===== config.mk =====
export PLATFORM = sky130hd
export DESIGN_NAME = wdr_ctrl
export DESIGN_NICKNAME = d
export VERILOG_FILES = /design/src/shared/wdr_pkg.sv /design/src/shared/wdr_evt_if.sv /design/src/rtl/wdr_watchdog.sv /design/src/rtl/wdr_dis_timer.sv /design/src/rtl/wdr_ctrl.sv
export SDC_FILE = /design/constraint.sdc
export NUM_CORES = 1
export LEC_CHECK = 0
export ABC_AREA = 1
export BUFFER_PORTS_ARGS = -buffer_cell sky130_fd_sc_hd__buf_2
export CAP_MARGIN = 40
export CORE_MARGIN = 4
export CORE_UTILIZATION = 30
export CTS_BUF_LIST = sky130_fd_sc_hd__clkbuf_16
export CTS_CLUSTER_DIAMETER = 100
export DETAILED_ROUTE_END_ITERATION = 12
export PLACE_DENSITY = 0.5
export SYNTH_ARGS = -nofsm -noshare
export SYNTH_HDL_FRONTEND = slang
export SYNTH_HIERARCHICAL = 1
export SYNTH_SLANG_ARGS = --single-unit

===== constraint.sdc =====
create_clock -name REF_CLK -period 2.9 [get_ports REF_CLK]
set_clock_uncertainty 0.05 [all_clocks]
set_input_delay 0.29 -clock REF_CLK [delete_from_list [all_inputs] [get_ports REF_CLK]]
set_output_delay 0.29 -clock REF_CLK [all_outputs]
set_load 0.05 [all_outputs]

===== src/shared/wdr_pkg.sv =====
/*
  Package for the watchdog / discharge-timer reset control block.
  Holds register offsets, field positions, reset values and time counts.
  Assumes a 40 MHz clock and an APB slave with 32-bit data.
*/
package wdr_pkg;

  // ------------------------------------------------------------
  // Clock and times
  // ------------------------------------------------------------
  localparam int unsigned CLK_HZ = 40000000;
  localparam int unsigned WD_TIME_S = 2;
  localparam longint unsigned WD_CYCLES = longint'(WD_TIME_S) * CLK_HZ;
  // Discharge timer counts in half-minute ticks of 30 s
  localparam int unsigned TICK_TIME_S = 30;
  localparam longint unsigned TICK_CYCLES =
    longint'(TICK_TIME_S) * CLK_HZ;

  // ------------------------------------------------------------
  // Register byte addresses
  // ------------------------------------------------------------
  localparam logic [7:0] ADDR_CFGA_LO = 8'h00;
  localparam logic [7:0] ADDR_CFGA_HI = 8'h04;
  localparam logic [7:0] ADDR_CFGB = 8'h08;
  localparam logic [7:0] ADDR_S_PIN_CONTROL_GROUP = 8'h0C;
  localparam logic [7:0] ADDR_PWM = 8'h10;
  localparam logic [7:0] ADDR_PSB = 8'h14;
  localparam logic [7:0] ADDR_COMM_LO = 8'h18;
  localparam logic [7:0] ADDR_COMM_HI = 8'h1C;
  localparam logic [7:0] ADDR_CMD = 8'h20;
  localparam logic [7:0] ADDR_STATUS = 8'h24;

  // ------------------------------------------------------------
  // Fields
  // ------------------------------------------------------------
  localparam int unsigned DISCHARGE_TIMEOUT_CODE_LSB = 12;
  localparam int unsigned MON_EN_BIT = 3;
  localparam int unsigned MUTE_BIT = 7;
  localparam int unsigned CMD_VALID_BIT = 0;
  localparam int unsigned CMD_WRA_BIT = 1;
  localparam int unsigned CMD_THSD_BIT = 2;

  // ------------------------------------------------------------
  // Reset values
  // ------------------------------------------------------------
  localparam logic [7:0] RST_BYTE = 8'h00;
  localparam logic [31:0] RST_PWM = 32'hFFFFFFFF;
  localparam logic [31:0] RST_COMM = 32'hFFFFFFFF;

  typedef enum logic [1:0] {
    ST_STANDBY = 2'b00,
    ST_EXT_BAL = 2'b01,
    ST_SLEEP = 2'b10
  } wdr_state_t;

  // Clear actions from the decision logic
  typedef struct packed {
    logic a0;
    logic a13;
    logic a45;
    logic b0_gpio;
    logic b0_hi;
    logic b1_low;
    logic b1_mute;
    logic s_pin_control_group;
    logic pwm;
    logic comm;
    logic dis_off;
  } wdr_clr_t;

endpackage


===== src/shared/wdr_evt_if.sv =====
/*
  Interface carrying timer events between the timers and the core.
  Assumes all parties run on the same clock.
*/
`timescale 1ns/100ps
`default_nettype none
interface wdr_evt_if;
  logic wd_restart;
  logic wd_fire;
  logic wd_expired;
  logic dt_load;
  logic [3:0] dt_code;
  logic dt_stop;
  logic dt_fire;
  logic dt_running;
  logic [3:0] dt_left;
  modport core (output wd_restart, dt_load, dt_code, dt_stop,
    input wd_fire, wd_expired, dt_fire, dt_running, dt_left);
  modport wd (input wd_restart, output wd_fire, wd_expired);
  modport dt (input dt_load, dt_code, dt_stop,
    output dt_fire, dt_running, dt_left);
endinterface
`default_nettype wire


===== src/rtl/wdr_watchdog.sv =====
/*
  Command watchdog: 2 s without a valid command fires once.
  Assumes restart pulses come from logic on the same clock.
*/
`timescale 1ns/100ps
`default_nettype none
module wdr_watchdog
  import wdr_pkg::*;
#(
  parameter longint unsigned WD_LIMIT = WD_CYCLES
) (
  input wire logic clk,
  input wire logic rst,
  wdr_evt_if.wd ev
);

  typedef struct packed {
    logic [31:0] cnt;
    logic expired;
    logic fire;
  } wdr_wd_t;

  wdr_wd_t s_q, s_d;

  // ------------------------------------------------------------
  // Counter
  // ------------------------------------------------------------
  always_comb begin
    s_d = s_q;
    s_d.fire = 1'b0;
    if (ev.wd_restart) begin
      s_d.cnt = 32'h00000000;
      s_d.expired = 1'b0;
    end else if (!s_q.expired) begin
      if (s_q.cnt >= 32'(WD_LIMIT - 1)) begin
        s_d.expired = 1'b1;
        s_d.fire = 1'b1;
      end else begin
        s_d.cnt = s_q.cnt + 32'h00000001;
      end
    end
  end

  always_ff @(posedge clk) begin
    if (rst) begin
      s_q <= '0;
    end else begin
      s_q <= s_d;
    end
  end

  assign ev.wd_fire = s_q.fire;
  assign ev.wd_expired = s_q.expired;

endmodule
`default_nettype wire


===== src/rtl/wdr_dis_timer.sv =====
/*
  Discharge timer: loads a code, counts 30 s ticks, reports time left.
  Assumes load and stop pulses come from the same clock.
*/
`timescale 1ns/100ps
`default_nettype none
module wdr_dis_timer
  import wdr_pkg::*;
#(
  parameter longint unsigned TICK_LIMIT = TICK_CYCLES
) (
  input wire logic clk,
  input wire logic rst,
  wdr_evt_if.dt ev
);

  typedef struct packed {
    logic [31:0] pre;
    logic [7:0] ticks;
    logic run;
    logic fire;
    logic [3:0] left;
  } wdr_dt_t;

  wdr_dt_t s_q, s_d;

  // Duration in 30 s ticks per code
  function automatic logic [7:0] dur(input logic [3:0] c);
    case (c)
      4'h1: dur = 8'h01;
      4'h2: dur = 8'h02;
      4'h3: dur = 8'h04;
      4'h4: dur = 8'h06;
      4'h5: dur = 8'h08;
      4'h6: dur = 8'h0A;
      4'h7: dur = 8'h14;
      4'h8: dur = 8'h1E;
      4'h9: dur = 8'h28;
      4'hA: dur = 8'h3C;
      4'hB: dur = 8'h50;
      4'hC: dur = 8'h78;
      4'hD: dur = 8'h96;
      4'hE: dur = 8'hB4;
      4'hF: dur = 8'hF0;
      default: dur = 8'h00;
    endcase
  endfunction

  // Smallest code whose bound covers the remaining ticks
  function automatic logic [3:0] code_of(input logic [7:0] t);
    logic [3:0] r;
    r = 4'h0;
    for (int i = 15; i >= 1; i--) begin
      if (t != 8'h00 && dur(4'(i)) >= t) begin
        r = 4'(i);
      end
    end
    code_of = r;
  endfunction

  // ------------------------------------------------------------
  // Countdown
  // ------------------------------------------------------------
  always_comb begin
    s_d = s_q;
    s_d.fire = 1'b0;
    if (ev.dt_stop) begin
      s_d.run = 1'b0;
      s_d.ticks = 8'h00;
      s_d.pre = 32'h00000000;
    end else if (ev.dt_load) begin
      s_d.ticks = dur(ev.dt_code);
      s_d.run = (ev.dt_code != 4'h0);
      s_d.pre = 32'h00000000;
    end else if (s_q.run) begin
      // Counts on through any command except a reload or a thermal stop
      if (s_q.pre >= 32'(TICK_LIMIT - 1)) begin
        s_d.pre = 32'h00000000;
        s_d.ticks = s_q.ticks - 8'h01;
        if (s_q.ticks == 8'h01) begin
          s_d.run = 1'b0;
          s_d.fire = 1'b1;
        end
      end else begin
        s_d.pre = s_q.pre + 32'h00000001;
      end
    end
    // Partial tick rounds up, so code_of stays conservative
    s_d.left = s_d.run ? code_of(s_d.ticks) : 4'h0;
  end

  always_ff @(posedge clk) begin
    if (rst) begin
      s_q <= '0;
    end else begin
      s_q <= s_d;
    end
  end

  assign ev.dt_fire = s_q.fire;
  assign ev.dt_running = s_q.run;
  assign ev.dt_left = s_q.left;

endmodule
`default_nettype wire


===== src/rtl/wdr_ctrl.sv =====
/*
  Watchdog and discharge-timer reset control with APB register file.
  Assumes an APB master on REF_CLK; the enable pin is asynchronous.
*/
// Decided for this implementation: the register addresses and the APB register port.
`timescale 1ns/100ps
`default_nettype none
module wdr_ctrl
  import wdr_pkg::*;
#(
  parameter longint unsigned WD_LIMIT = WD_CYCLES,
  parameter longint unsigned TICK_LIMIT = TICK_CYCLES
) (
  input wire logic REF_CLK,
  input wire logic RST,
  input wire logic PSEL,
  input wire logic PENABLE,
  input wire logic PWRITE,
  input wire logic [7:0] PADDR,
  input wire logic [31:0] PWDATA,
  output logic [31:0] PRDATA,
  output logic PREADY,
  output logic PSLVERR,
  input wire logic DISCHARGE_TIMER_ENABLE_PIN,
  output logic WATCHDOG_OUTPUT_PIN_O,
  output logic WATCHDOG_OUTPUT_PIN_OE,
  output logic DISCHARGE_ON,
  output logic [1:0] OP_STATE
);

  typedef struct packed {
    logic [5:0][7:0] cfga;
    logic [1:0][7:0] cfgb;
    logic [31:0] s_pin_control_group;
    logic [31:0] pwm;
    logic [31:0] psb;
    logic [47:0] comm;
    wdr_state_t st;
    logic dis_on;
    logic [1:0] pin_sync;
    logic [31:0] rdata;
  } wdr_top_t;

  wdr_top_t s_q, s_d;
  wdr_evt_if ev();
  wdr_clr_t clr;
  logic wr_en, rd_en, pin_en, cmd_wr, valid_cmd, wra_cmd, thsd;
  logic [3:0] code_wr;

  wdr_watchdog #(.WD_LIMIT(WD_LIMIT)) u_wd (
    .clk(REF_CLK),
    .rst(RST),
    .ev(ev)
  );

  wdr_dis_timer #(.TICK_LIMIT(TICK_LIMIT)) u_dt (
    .clk(REF_CLK),
    .rst(RST),
    .ev(ev)
  );

  // ------------------------------------------------------------
  // Bus strobes and command decode
  // ------------------------------------------------------------
  assign wr_en = PSEL && PENABLE && PWRITE;
  assign rd_en = PSEL && !PENABLE && !PWRITE;
  assign pin_en = s_q.pin_sync[1];
  assign cmd_wr = wr_en && (PADDR == ADDR_CMD);
  assign valid_cmd = cmd_wr && PWDATA[CMD_VALID_BIT];
  assign wra_cmd = valid_cmd && PWDATA[CMD_WRA_BIT];
  assign thsd = cmd_wr && PWDATA[CMD_THSD_BIT];
  assign code_wr = s_q.cfga[3][7:4];

  assign ev.wd_restart = valid_cmd;
  // Reload only when a config A write command completes
  assign ev.dt_load = wra_cmd && pin_en;
  assign ev.dt_code = code_wr;
  assign ev.dt_stop = !pin_en || thsd;

  // ------------------------------------------------------------
  // Clear decision
  // ------------------------------------------------------------
  always_comb begin
    clr = '0;
    if (ev.wd_fire && !ev.dt_running) begin
      // Full clear covers both timer-off settings
      clr = '1;
    end else if (ev.wd_fire) begin
      clr.a0 = 1'b1;
      clr.a13 = !s_q.cfgb[1][MON_EN_BIT];
      clr.b0_gpio = 1'b1;
      clr.b1_mute = 1'b1;
      clr.comm = 1'b1;
    end
    if (ev.dt_fire && ev.wd_expired) begin
      clr = '1;
    end else if (ev.dt_fire) begin
      clr.a13 = clr.a13 | s_q.cfgb[1][MON_EN_BIT];
      clr.a45 = 1'b1;
      clr.b0_hi = 1'b1;
      clr.b1_low = 1'b1;
      clr.s_pin_control_group = 1'b1;
      clr.pwm = 1'b1;
      clr.dis_off = 1'b1;
    end
  end

  // ------------------------------------------------------------
  // Register update
  // ------------------------------------------------------------
  always_comb begin
    s_d = s_q;
    s_d.pin_sync = {s_q.pin_sync[0], DISCHARGE_TIMER_ENABLE_PIN};
    if (clr.a0) s_d.cfga[0] = RST_BYTE;
    if (clr.a13) s_d.cfga[3:1] = '0;
    if (clr.a45) s_d.cfga[5:4] = '0;
    if (clr.b0_gpio) s_d.cfgb[0][3:0] = 4'h0;
    if (clr.b0_hi) s_d.cfgb[0][7:4] = 4'h0;
    if (clr.b1_low) s_d.cfgb[1][6:0] = 7'h00;
    if (clr.b1_mute) s_d.cfgb[1][MUTE_BIT] = 1'b0;
    if (clr.s_pin_control_group) s_d.s_pin_control_group = 32'h00000000;
    if (clr.pwm) begin
      s_d.pwm = RST_PWM;
      s_d.psb = RST_PWM;
    end
    if (clr.comm) s_d.comm = {RST_COMM[15:0], RST_COMM};
    if (clr.dis_off) s_d.dis_on = 1'b0;
    if (thsd) begin
      s_d.cfga = '0;
      s_d.cfgb[0] = 8'h00;
      s_d.cfgb[1][6:0] = 7'h00;
      s_d.comm = {RST_COMM[15:0], RST_COMM};
      s_d.dis_on = 1'b0;
    end
    // Bus writes land after clears so new config A data wins
    if (wr_en) begin
      if (PADDR == ADDR_CFGA_LO) begin
        s_d.cfga[3:0] = PWDATA;
      end else if (PADDR == ADDR_CFGA_HI) begin
        s_d.cfga[5:4] = PWDATA[15:0];
      end else if (PADDR == ADDR_CFGB) begin
        s_d.cfgb = PWDATA[15:0];
      end else if (PADDR == ADDR_S_PIN_CONTROL_GROUP) begin
        s_d.s_pin_control_group = PWDATA;
      end else if (PADDR == ADDR_PWM) begin
        s_d.pwm = PWDATA;
      end else if (PADDR == ADDR_PSB) begin
        s_d.psb = PWDATA;
      end else if (PADDR == ADDR_COMM_LO) begin
        s_d.comm[31:0] = PWDATA;
      end else if (PADDR == ADDR_COMM_HI) begin
        s_d.comm[47:32] = PWDATA[15:0];
      end
    end
    // Thermal event in the same write keeps discharge off
    if (wra_cmd && !thsd) s_d.dis_on = 1'b1;
    // State transitions
    if (valid_cmd) begin
      s_d.st = ST_STANDBY;
    end
    if (ev.wd_fire) begin
      s_d.st = ev.dt_running ? ST_EXT_BAL : ST_SLEEP;
      if (!ev.dt_running) s_d.dis_on = 1'b0;
    end
    if (ev.dt_fire && ev.wd_expired) begin
      s_d.st = ST_SLEEP;
      s_d.dis_on = 1'b0;
    end
    // Read data captured in setup phase
    s_d.rdata = 32'h00000000;
    if (rd_en) begin
      if (PADDR == ADDR_CFGA_LO) begin
        s_d.rdata = {s_q.cfga[3][7:4], 4'h0, s_q.cfga[2], s_q.cfga[1],
          s_q.cfga[0]};
        s_d.rdata[DISCHARGE_TIMEOUT_CODE_LSB + 16 +: 4] = ev.dt_left;
        s_d.rdata[31:28] = ev.dt_left;
        s_d.rdata[27:24] = s_q.cfga[3][3:0];
      end else if (PADDR == ADDR_CFGA_HI) begin
        s_d.rdata = {16'h0000, s_q.cfga[5], s_q.cfga[4]};
      end else if (PADDR == ADDR_CFGB) begin
        s_d.rdata = {16'h0000, s_q.cfgb[1], s_q.cfgb[0]};
      end else if (PADDR == ADDR_S_PIN_CONTROL_GROUP) begin
        s_d.rdata = s_q.s_pin_control_group;
      end else if (PADDR == ADDR_PWM) begin
        s_d.rdata = s_q.pwm;
      end else if (PADDR == ADDR_PSB) begin
        s_d.rdata = s_q.psb;
      end else if (PADDR == ADDR_COMM_LO) begin
        s_d.rdata = s_q.comm[31:0];
      end else if (PADDR == ADDR_COMM_HI) begin
        s_d.rdata = {16'h0000, s_q.comm[47:32]};
      end else if (PADDR == ADDR_STATUS) begin
        s_d.rdata = {26'h0000000, ev.wd_expired, ev.dt_running,
          s_q.dis_on, pin_en, s_q.st};
      end
    end else if (PSEL && PENABLE) begin
      s_d.rdata = s_q.rdata;
    end
  end

  always_ff @(posedge REF_CLK) begin
    if (RST) begin
      s_q <= '0;
      s_q.pwm <= RST_PWM;
      s_q.psb <= RST_PWM;
      s_q.comm <= {RST_COMM[15:0], RST_COMM};
      s_q.st <= ST_STANDBY;
    end else begin
      s_q <= s_d;
    end
  end

  // ------------------------------------------------------------
  // Outputs
  // ------------------------------------------------------------
  // Pin released (enable low) while alive; driven low when expired
  assign WATCHDOG_OUTPUT_PIN_O = 1'b0;
  assign WATCHDOG_OUTPUT_PIN_OE = ev.wd_expired;
  assign DISCHARGE_ON = s_q.dis_on;
  assign OP_STATE = s_q.st;
  assign PRDATA = s_q.rdata;
  assign PREADY = 1'b1;
  assign PSLVERR = 1'b0;

endmodule
`default_nettype wire


; After elaboration in Yosys (flattened, before gate mapping)
; Memories as Yosys holds them, arrays and structs flattened. A register that Yosys moved wholly into a read port is not among the register bits.
; Index checks and enable logic that the tools add are counted.
[word_totals]
regBits = 325
mem_bits_ro = 128
inputBits = 46
out_inout_bits = 39
wordCells = 202
n_memories = 1
[memory_table]
columns = memory, words, word_bits, rd, rd_ports_with_merged_regs, write_ports, line
row1 = (no name shown), 16, 8, 1, 1, 0, wdr_dis_timer.sv:29  ; case (c)
[classes]
n_addsub = 3
order_cmp = 17
eq_ne = 11
mux = 87
bitwise = 6
reduce_logical = 49
[op_table]
columns = operator, n
row1 = $mux 32, 16
row2 = $mux 160, 2
row3 = $mux 208, 1
row4 = $mux 48, 4
row5 = $mux 144, 1
row6 = $mux 112, 1
row7 = $mux 16, 7
row8 = $mux 80, 1
row9 = $add 32x1->32 const B, 2
row10 = $mux 64, 1
row11 = $mux 4, 11
row12 = $eq 8x5->1 const B, 4
row13 = $ge 32x27->1 const B, 1
row14 = $ge 32x31->1 const B, 1
row15 = $mux 2, 14
row16 = $logic_and 1x1->1, 27
row17 = $ge 8x8->1 const A, 3
row18 = $mux 24, 1
row19 = $mux 10, 2
row20 = $mux 3, 6
row21 = $mux 9, 2
row22 = $eq 8x4->1 const B, 2
row23 = $eq 8x6->1 const B, 2
row24 = $ge 3x8->1 const A, 2
row25 = other kinds (29), 59

; Logic depth before layout (Yosys ltp)
; Gate-level depths: netlist of the first run.
[logic_depth]
ltp_word = 25
ltp_mapped = 34

; By module
; Netlist of the first run, hierarchy kept.
[modules_own_cells]
columns = mod, instances, cells_each, area_each_um2, seq_area_each_um2
row1 = wdr_ctrl, 1, 1576, 11297.1, 4904.7
row2 = wdr_dis_timer, 1, 490, 3195.6, 920.9
row3 = wdr_watchdog, 1, 362, 2228.4, 680.7

; Worst setup path after synthesis of the first run
; OpenSTA, ideal clock, no wires.
[synth_timing]
path_kind = input -> register
startpoint = in PADDR[1]
endpoint = reg u_dt.s_q (netlist bit u_dt/ev.dt_left[0])
setup_time_ps = 111
t_arrival_ps = 2935
t_required_ps = 2739
setup_slack_ps = -196
cell_stages = 33
path_buffers = 1
cell_sequence = inv_1 > nand2_2 > nor2_4 > nand2_2 > nor2_1 > nand3_1 > inv_1 > nand2_1 > nor2_1 > clkbuf_1 > o21ai_0 > a221oi_1 > nor2_1 > nand2_2 > nand2_4 > nor2_8 > nand2_4 > nand2_2 > inv_2 > nand2_1 > nand2_1 > nand2_1 > nand2_1 > nand2_1 > nand2_1 > nand2_1 > nand2_1 > nand2_1 > nand2_1 > nand2_1 > nand2_1 > nand2_1 > nor2_2
[synth_via]
elab_chain_cells = 24
elab_cells_between_ends = 57
classes_between = 15 x order compare / 1 x eq/ne / 17 x mux / 1 x bitwise / 23 x reduce/logical
[synth_lines]
columns = element, line
row1 = start: declaration, wdr_ctrl.sv:19  ; input wire logic [7:0] PADDR,
row2 = $eq 8x6->1 (*), wdr_ctrl.sv:68  ; assign cmd_wr = wr_en && (PADDR == ADDR_CMD);
row3 = $logic_and 1x1->1 (*), wdr_ctrl.sv:68
row4 = $logic_and 1x1->1 (*), wdr_ctrl.sv:69  ; assign valid_cmd = cmd_wr && PWDATA[CMD_VALID_BIT];
row5 = via ev.wd_restart, wdr_evt_if.sv:8  ; logic wd_restart;
row6 = $logic_and 1x1->1 (*), wdr_ctrl.sv:70  ; assign wra_cmd = valid_cmd && PWDATA[CMD_WRA_BIT];
row7 = $logic_and 1x1->1 (*), wdr_ctrl.sv:76  ; assign ev.dt_load = wra_cmd && pin_en;
row8 = via ev.dt_load, wdr_evt_if.sv:11  ; logic dt_load;
row9 = $mux 9 (*), wdr_dis_timer.sv:71  ; end else if (ev.dt_load) begin
row10 = $mux 9 (*), wdr_dis_timer.sv:67  ; if (ev.dt_stop) begin
row11 = $ge 8x8->1 / $reduce_bool 8->1 (equally long branches), wdr_dis_timer.sv:54  ; if (t != 8'h00 && dur(4'(i)) >= t) begin
row12 = $logic_and 1x1->1, wdr_dis_timer.sv:54
row13 = $mux 4 (8 in a row), wdr_dis_timer.sv:54
row14 = $mux 3 (4 in a row), wdr_dis_timer.sv:54
row15 = $mux 2 (2 in a row), wdr_dis_timer.sv:54
row16 = $mux 1, wdr_dis_timer.sv:54
row17 = end signal: assignment, wdr_dis_timer.sv:94  ; s_q <= '0;
row18 = end signal: assignment, wdr_dis_timer.sv:96  ; s_q <= s_d;
row19 = end: declaration, wdr_dis_timer.sv:25  ; wdr_dt_t s_q, s_d;
; Mark *: on every way through the listed nets, which the timed path passes. The rest lies on a longest branch.
; A chain may end at the register's enable or synchronous reset.

; Final worst setup path of the first run
[layout_timing]
startpoint = reg u_dt/s_q[15] (netlist bit)
endpoint = reg u_dt/s_q[43] (netlist bit)
[layout_via]
elab_chain_cells = 2
elab_cells_between_ends = 3
classes_between = 1 x add/sub / 1 x order compare / 1 x mux
[layout_lines]
columns = element, line
row1 = $add 32x1->32 / $ge 32x31->1 (equally long branches), "wdr_dis_timer.sv:85, wdr_dis_timer.sv:77"
row2 = $mux 32 (*), wdr_dis_timer.sv:77  ; if (s_q.pre >= 32'(TICK_LIMIT - 1)) begin
; Every way passes the cells marked *; elsewhere a longest branch is shown, timed or not.

==> results of run 1 <==
-- final timing paths --
path | cells past startpoint | startpoint | to
min | 3 | PWDATA[12] | s_q[193]
max reg2reg | 22 | u_dt/s_q[15] | u_dt/s_q[43]
min reg2reg | 2 | u_wd/s_q[32] | u_wd/s_q[32]
max | 22 | u_dt/s_q[15] | u_dt/s_q[43]
-- final cells by class --
class                   count  area [sq um]  share of cell area [%]
well taps                 748           936                    4.64
multi-input cells        1736          8720                    43.2
clock inverters            33           282                    1.40
flip-flops and latches    325          6520                    32.3
clock buffers              41          1030                    5.09
repair buffers            259          1950                    9.69
inverters                 190           722                    3.58
diodes                      1          2.50                  0.0124
-- critical path, cell delays in order, from the launching register on --
cell and delay [ps]:
dfxtp_2 340, buf_6 100, nand3_4 60, inv_2 50
nand2_1 50, nor2_2 160, nand2_2 90, nor2_2 110
inv_2 60, nor2_4 140, nand3_2 100, inv_2 100
nand3_2 90, nor2_4 130, nand2_2 90, nor4_4 320
nand2_1 110, nor2_2 160, nand2_2 90, nor2_4 130
nand3_2 100, nand2_1 70, nor3b_2 130
-- power groups by stage --
stage	clock network, mW	registers, mW	logic [mW]
global route	5.32	4.48	0.434
detailed placement	0	4.58	0.375
CTS	5.14	4.48	0.402
floorplan	0	4.57	0.197
global placement	0	4.58	0.368
finish	5.01	4.48	0.401
-- flip-flops by register name, summed over array words and instances (netlist names) --
register	count
OP_STATE	2
code_wr	4
u_dt/ev.dt_left	4
u_wd/ev.wd_expired	1
u_dt/s_q	40
s_d	1
u_dt/ev.dt_running	1
PRDATA	32
u_dt/ev.dt_fire	1
u_wd/s_q	32
s_q	204
pin_en	1
u_wd/ev.wd_fire	1
DISCHARGE_ON	1
-- Yosys cell counts (41+ instances only) --
master / number / area share (%)
nand4_1: 46 / 1.7
o211ai_1: 49 / 2.2
nor2_1: 226 / 5.1
clkbuf_1: 76 / 1.7
a21oi_1: 191 / 5.7
inv_1: 155 / 3.5
buf_4: 55 / 2.5
o21ai_0: 167 / 5.0
o22ai_1: 41 / 1.5
nand3_1: 174 / 5.2
dfxtp_1: 325 / 39
nand2_1: 627 / 14
-- routing by layer --
metal	up-vias	share of wire, %	global-route usage [%]
li1	8217	-	-
met1	7727	44	24.5
met2	398	48	32.2
met3	101	4.9	2.45
met4	0	3.5	6.63
met5	-	0	0
-- cell families (layout without fill, tap and decap cells) --
| logic type | Yosys count | after routing | synth area share [%] |
|---|---|---|---|
| AND/OR/NAND/NOR | 1204 | 1205 | 32.3 |
| AO/OA/AOI/OAI | 496 | 496 | 16.6 |
| buffers and inverters | 369 | 523 | 10.2 |
| flip-flops | 325 | 325 | 38.9 |
| XOR/XNOR | 21 | 21 | 1.10 |
| adder cells (fa/ha/maj) | 10 | 10 | 0.748 |
| other | 2 | 4 | 0.0449 |
| multiplexers | 1 | 1 | 0.0599 |
-- repair_timing --
action | 4_1_cts | 5_1_grt
setup buffers | 0 | 24
gates cloned | 0 | 1
hold buffers | 23 | 0
endpoints found under the hold margin | 48 | 0
endpoints found under the setup margin | 2 | 7
pin swaps | 0 | 25
resized for setup | 2 | 60
-- stage by stage --
step	std cells	utilization [%]	TNS [ps]
floorplan	2429	-	0
global placement	3207	33.0	-1180
detailed placement	3210	33.1	-1150
CTS	3307	35.9	-2.39
global route	3332	36.6	-910
finish	3333	36.6	0
==> results.py, run 1 <==
metrics = {
    "pwr": {
        "clkPwrFrac_pct": 50.6,
        "ir_worst_vdd_v": 0.000458,
        "p_leak_nw": 8.34,
        "total_power_mw": 9.89,
        "p_int_mw": 7.47,
        "combPwrFrac_pct": 4.1,
        "p_seq_share_pct": 45.3,
        "power_switching_mw": 2.42,
        "p_sw_share_pct": 24.5,
        "power.density_mw_per_mm2": 490,
    },
    "detailed_routing": {
        "drt_iter0_markers": 1286,
        "post_drt_wl_per_cell_um": 17.5,
        "drcViolationCount": 0,
        "dr_total_vias": 16443,
        "first_pass_iters": 7,
        "final_antenna_net_count": 0,
        "wirelength_um": 58200,
        "vias_per_cell": 4.93,
    },
    "final_layout": {
        "fillers": 5884,
        "nNetsFinal": 2609,
        "fin_area_sq_mm": 0.0202,
        "drive_gt1_share_pct": 18.5,
        "area_growth_pct": 20.6,
        "mostFrequentLayoutCells": "nand2_1 (615), dfxtp_1 (316), nor2_1 (214), a21oi_1 (189), nand3_1 (168)",
        "final_common_cell": "nand2_1",
    },
    "floorplanning": {
        "io_pins": 85,
        "die_x_um": 244,
        "initial_core_util_pct": 30.4,
        "fp.coreArea_sq_mm": 0.0551,
        "rows": 86,
        "dieArea_sq_mm": 0.0596,
        "dieHeight_um": 244,
    },
    "synth": {
        "synth_cell_types": 60,
        "yosys_warnings": 6,
        "synth-async-reset-ratio_pct": 0,
        "synth-main-ff-cell": "dfxtp_1",
        "ys_ff_latch": 325,
        "syn_inst": 2428,
        "synth-edff-count": 0,
        "syn_avg_cell_area_sq_um": 6.89,
        "seq_area_frac_synth_pct": 38.9,
        "synth_area_sq_mm": 0.0167,
    },
    "sta": {
        "hold_viol": 0,
        "rsz0062_at_grt": "yes",
        "drv_slew": 0,
        "tightest_slew_ps": 888,
        "period_share_pct": 99.7,
        "whs_ps": 39.1,
        "slew_headroom_pct": 40.7,
        "timing.final.ws_setup_ps": 8.54,
        "finalSetupViolCount": 0,
        "max_freq_mhz": 346,
        "period_needed_ps": 2890,
    },
    "placed_design": {
        "dp_hpwl_um": 39400,
        "post-place-ws_ps": -363,
        "io_buffers": 81,
        "finalWeightedCongestion": 0.869,
        "place_area_sq_mm": 0.0182,
    },
    "outcome": {
        "status": "complete, no violations",
    },
    "grt": {
        "grt_pass1_vias": 15501,
        "grt-ovfl-total": 0,
        "grt_start_max_net_pins": 70,
        "grt_pass1_wl_um": 89700,
        "track_usage_pct": 18.8,
        "antenna_found_initial": 2,
    },
    "clock_tree": {
        "cts_buffer_depth": 3,
        "cts.clk_slew.worst_paths_ps": 60,
        "cts_buffers": 41,
        "cts_tree": "yes",
        "root_buffer": "clkbuf_16",
        "cts-htree-levels": 2,
        "cts_sinks": 325,
        "clk_latency_ps": 580,
    },
    "critical_path": {
        "startpoint_type": "flip-flop",
        "cp_max_fo": 3,
        "endpoint_kind": "flip-flop",
        "arrival_ps": 3350,
        "regToRegSetupSlack_ps": 9,
        "worst-setup-path-type": "flip-flop to flip-flop",
        "cp.required_ps": 3350,
    },
    "worst_hold_path": {
        "hp-class": "primary input to flip-flop",
    },
    "run": {
        "cap_viol_max_count": 0,
    },
}
Power figures use the tool's default switching activity.
==> inputs of run 2 (changes only) <==
Settings changed: GPL_TIMING_DRIVEN set to 0, SETUP_SLACK_MARGIN set to 0.1.
==> run 2 against run 1 <==
Net effect:
- worst hold slack got worse by 25 ps
- maximum frequency fell by 0.15%
- sequential power barely moved
- non-clock buffer count rose by 53
- design area rose by 0.43%
- power fell by 0.62%
==> results.py, run 2 (synthesized netlist as in run 1, its figures left out) <==
metrics = {
    "final_layout": {
        "area_growth_pct": 21.1,
        "fillers": 5888,
        "ff_latch_area_sq_mm": 0.00654,
        "reg_top3": "s_q (204), u_dt/s_q (40)",
        "final_common_cell": "nand2_1",
        "drive_gt1_share_pct": 18.1,
        "post-route-util_pct": 36.7,
        "regMostFlops": "s_q",
        "multi_input_area_sq_mm": 0.00886,
        "fin_area_sq_mm": 0.0202,
        "mostFrequentLayoutCells": "nand2_1 (615), dfxtp_1 (306), nor2_1 (216), a21oi_1 (186), o21ai_0 (166)",
        "largest_reg_flops": 204,
        "nNetsFinal": 2661,
    },
    "grt": {
        "track_usage_pct": 20.2,
        "grt_pass1_vias": 15882,
        "grt_pass1_wl_um": 94700,
        "grt-ovfl-total": 0,
        "grt_start_max_net_pins": 12,
        "antenna_found_initial": 4,
    },
    "worst_hold_path": {
        "hp-class": "primary input to flip-flop",
    },
    "critical_path": {
        "worst-setup-path-type": "flip-flop to flip-flop",
        "startpoint_type": "flip-flop",
        "max_stage_delay_ps": 370,
        "arrival_ps": 3270,
        "endpoint_kind": "flip-flop",
        "cp_max_fo": 3,
        "path_common_cell": "nor2_4",
        "slowest_stage": "dfxtp_2",
        "cp.required_ps": 3270,
        "crit_family": "simple AND/OR/NAND/NOR gates",
        "critPathBufInv": 4,
        "crit_chain": "buf_6 > nand3_2 > inv_2 > nand2_2 > nor2_4 > nand2_2 > nor2_2 > inv_2 > nor2_4 > nand3_2 > inv_2 > nand3_4 > nor2_4 > nand2_4 > nor4_4 > nand2_1 > nor2_2 > nand2_2 > nor2_4 > nand3_2 > nor2_2 > nor3b_2",
    },
    "floorplanning": {
        "rows": 86,
        "initial_core_util_pct": 30.4,
        "dieArea_sq_mm": 0.0596,
        "die_x_um": 244,
        "fp.coreArea_sq_mm": 0.0551,
        "io_pins": 85,
        "dieHeight_um": 244,
    },
    "sta": {
        "finalSetupViolCount": 0,
        "max_freq_mhz": 345,
        "hold_viol": 0,
        "slew_headroom_pct": 37.1,
        "period_share_pct": 99.9,
        "tightest_slew_ps": 944,
        "whs_ps": 13.9,
        "drv_slew": 0,
        "rsz0062_at_grt": "yes",
        "period_needed_ps": 2900,
    },
    "detailed_routing": {
        "vias_per_cell": 5.05,
        "first_pass_iters": 5,
        "dr_total_vias": 17127,
        "post_drt_wl_per_cell_um": 18.5,
        "drt_iter0_markers": 1536,
        "final_antenna_net_count": 0,
        "wirelength_um": 62700,
        "drcViolationCount": 0,
    },
    "clock_tree": {
        "cts_sinks": 325,
        "cts-htree-levels": 2,
        "cts.clk_slew.worst_paths_ps": 60,
        "cts_buffer_depth": 3,
        "cts_tree": "yes",
        "root_buffer": "clkbuf_16",
        "cts_buffers": 41,
        "clk_latency_ps": 580,
    },
    "placed_design": {
        "dp_hpwl_um": 46500,
        "finalWeightedCongestion": 0.888,
        "io_buffers": 77,
        "place_area_sq_mm": 0.0181,
    },
    "pwr": {
        "power.density_mw_per_mm2": 485,
        "total_power_mw": 9.82,
        "ir_worst_vdd_v": 0.000364,
        "p_leak_nw": 8.28,
    },
    "outcome": {
        "status": "complete, no violations",
    },
    "run": {
        "cap_viol_max_count": 0,
    },
}
run 2: changes by cell type in the layout (fill, tap and decap cells not counted), moves of 7 or more:
cell and delta:
buf_12 -9, buf_1 +7, clkbuf_1 +73, nor2_2 -7, dlygate4sd3_1 -14, dfxtp_1 -10
inv_1 +7, buf_2 +28, clkinv_2 -7, buf_6 +9, dfxtp_2 +8, buf_4 -46
run 2: what timing repair did:
item                                    in CTS  in global routing
endpoints found under the hold margin       10                  0
gates resized for setup                     46                 64
hold buffers                                 9                  0
gates cloned                                 1                  0
pin swaps                                   14                 45
setup buffers                               19                 26
endpoints found under the setup margin       8                  9
run 2: power breakdown:
part           switching, mW  internal (mW)
Clock                   2.11           2.82
Combinational          0.323         0.0992
Sequential           0.00705           4.47
Total                   2.44           7.39
run 2: layer usage:
metal | global-route usage (%) | wire, um | up-vias
met4 | 6.65 | 1880 | 2
met2 | 33.6 | 29400 | 519
met1 | 27.0 | 27800 | 8165
met3 | 3.22 | 3590 | 111
li1 | - | - | 8330
met5 | 0 | 13 | -
run 2: layout make-up:
type,instances,share of cell area [%]
Antenna cell,3,0.0371
Buffer,179,5.02
Inverter,190,3.68
Clock inverter,34,1.14
Timing Repair Buffer,133,4.28
Clock buffer,42,5.19
Multi-Input combinational cell,1735,43.7
Sequential cell,325,32.3
Tap cell,748,4.62
run 2: worst paths after layout:
path / startpoint / slack, ps / to / depth (start not counted)
worst max register to register: u_dt/s_q[15] / 4 / u_dt/s_q[43] / 22
worst min register to register: s_d[33] / 340 / pin_en / 2
worst min-delay path: PWDATA[29] / 10 / s_q[114] / 3
worst max-delay path: u_dt/s_q[15] / 4 / u_dt/s_q[43] / 22
run 2: worst register-to-register path: stages, from the launching register on:
cell	delay, ps
dfxtp_2	370
buf_6	110
nand3_2	70
inv_2	70
nand2_2	60
nor2_4	120
nand2_2	70
nor2_2	120
inv_2	60
nor2_4	150
nand3_2	100
inv_2	120
nand3_4	80
nor2_4	150
nand2_4	80
nor4_4	270
nand2_1	100
nor2_2	160
nand2_2	90
nor2_4	130
nand3_2	80
nor2_2	120
nor3b_2	50
run 2: through the flow:
stage | TNS [ps] | setup slack, ps | std cells
floorplan | 0 | 14.5 | 2429
global placement | -7230 | -893 | 3254
detailed placement | -5730 | -840 | 3255
CTS | 0 | 56.6 | 3360
global route | -695 | -265 | 3387
finish | 0 | 4.11 | 3389
==> inputs of run 3 (changes only) <==
Settings changed: CORE_ASPECT_RATIO set to 0.75, SETUP_SLACK_MARGIN 0.1 to 0.3.
==> run 3 against run 2 <==
Net effect:
- power fell by 0.24%
- critical path depth rose by 12
- sequential power barely moved
==> results.py, run 3 (synthesized netlist as in run 1, its figures left out) <==
metrics = {
    "grt": {
        "grt_pass1_vias": 15764,
        "track_usage_pct": 20.9,
        "grt_pass1_wl_um": 95600,
        "antenna_found_initial": 4,
        "grt_start_max_net_pins": 14,
        "grt-ovfl-total": 0,
    },
    "sta": {
        "drv_slew": 0,
        "period_needed_ps": 2890,
        "tightest_slew_ps": 956,
        "slew_headroom_pct": 36.3,
        "timing.setup.tns_ps": 0,
        "whs_ps": 46.0,
        "timing.final.ws_setup_ps": 9.09,
        "period_share_pct": 99.7,
        "hold_viol": 0,
        "max_freq_mhz": 346,
        "finalSetupViolCount": 0,
        "rsz0062_at_grt": "yes",
    },
    "final_layout": {
        "post-route-util_pct": 36.6,
        "drive_gt1_share_pct": 18.2,
        "multi_input_area_sq_mm": 0.00879,
        "area_growth_pct": 20.1,
        "ff_latch_area_sq_mm": 0.00654,
        "fillers": 5814,
        "nNetsFinal": 2658,
        "reg_top3": "s_q (204), u_dt/s_q (40)",
        "diodes": 0,
        "final_common_cell": "nand2_1",
        "mostFrequentLayoutCells": "nand2_1 (613), dfxtp_1 (302), nor2_1 (215), a21oi_1 (188), nand3_1 (168)",
        "largest_reg_flops": 204,
        "regMostFlops": "s_q",
        "fin_area_sq_mm": 0.0201,
        "instances_no_fill": 3351,
    },
    "detailed_routing": {
        "drcViolationCount": 0,
        "post_drt_wl_per_cell_um": 19.1,
        "wirelength_um": 64100,
        "dr_wl_met2_um": 24900,
        "first_pass_iters": 6,
        "wl_met1_um": 31300,
        "maxUsedRoutingLayer": "met5",
        "final_antenna_net_count": 0,
        "drt_iter0_markers": 1581,
        "dr_total_vias": 17187,
        "vias_per_cell": 5.13,
        "wl_met3_um": 6490,
    },
    "critical_path": {
        "arrival_ps": 3290,
        "worst-setup-path-type": "primary input to flip-flop",
        "cp_max_fo": 9,
        "endpoint_kind": "flip-flop",
        "path_common_cell": "nand2_1",
        "startpoint_type": "primary input",
        "cp.required_ps": 3300,
        "max_stage_delay_ps": 220,
        "slowest_stage": "a221oi_1",
    },
    "placed_design": {
        "io_buffers": 77,
        "dp_hpwl_um": 47700,
        "dp.cells": 3229,
        "post-place-ws_ps": -949,
        "place_area_sq_mm": 0.0181,
        "finalWeightedCongestion": 0.926,
    },
    "clock_tree": {
        "cts_buffers": 37,
        "clk_latency_ps": 560,
        "cts_tree": "yes",
        "cts.clk_slew.worst_paths_ps": 60,
        "cts-htree-levels": 2,
        "cts_sinks": 325,
        "cts_buffer_depth": 3,
        "root_buffer": "clkbuf_16",
    },
    "pwr": {
        "p_leak_nw": 8.25,
        "total_power_mw": 9.80,
        "ir_worst_vdd_v": 0.000294,
        "power.density_mw_per_mm2": 488,
    },
    "floorplanning": {
        "die_x_um": 281,
        "initial_core_util_pct": 30.5,
        "dieArea_sq_mm": 0.0596,
        "dieHeight_um": 212,
        "io_pins": 85,
        "rows": 74,
        "fp.coreArea_sq_mm": 0.0548,
    },
    "worst_hold_path": {
        "hp-class": "primary input to flip-flop",
    },
    "run": {
        "cap_viol_max_count": 0,
    },
    "outcome": {
        "status": "complete, no violations",
    },
}
==> run 3: cell types whose count changed in the layout (fill, tap and decap cells not counted), sizes merged, moves of 2 or more <==
cell         delta
buf             +9
dlygate4sd3     -8
inv             -8
clkbuf          -4
bufinv          +3
diode           -3
clkinvlp        -2
==> run 3: layer usage <==
layer / vias up / global-route usage, %
met5: - / 0.801
met4: 2 / 4.91
met3: 81 / 5.17
met2: 683 / 28.6
met1: 8118 / 32.3
li1: 8303 / -
==> run 3: layout make-up <==
type | instances | area share, %
plain buffers | 179 | 5.06
well taps | 722 | 4.50
inverters | 190 | 3.71
flip-flops and latches | 325 | 32.6
repair buffers | 134 | 4.26
multi-input cells | 1735 | 43.8
clock buffers | 39 | 4.86
clock inverters | 27 | 1.25
==> run 3: path summary, 6_finish.rpt <==
kind                                  from            endpoint  cells past startpoint  slack [ps]
worst max-delay path              PADDR[1]  u_dt/ev.dt_left[0]                     34           9
worst min-delay path             PWDATA[3]            s_q[232]                      3          50
worst max register to register  code_wr[0]  u_dt/ev.dt_left[0]                     24          30
worst min register to register     s_d[33]              pin_en                      2         360
==> run 3: critical path: cells and delay by family <==
| kind | cells | cell delay, ps |
|---|---|---|
| compound gates | 2 | 290 |
| buf+inv | 5 | 530 |
| simple gates | 27 | 2160 |
==> run 3: repair_timing <==
action | in CTS | in global routing
resized for setup | 48 | 49
pin swaps | 26 | 20
hold endpoints to repair | 1 | 0
hold buffers | 1 | 0
endpoints found under the setup margin | 12 | 11
buffers inserted | 45 | 9
gates cloned | 1 | 0
==> run 3: report_power, final <==
part / internal (mW) / switching, mW / leakage [nW]
logic: 0.0908 / 0.349 / 4.99
registers: 4.47 / 0.00699 / 2.64
clock network: 2.88 / 2.01 / 0.626
total: 7.43 / 2.37 / 8.25
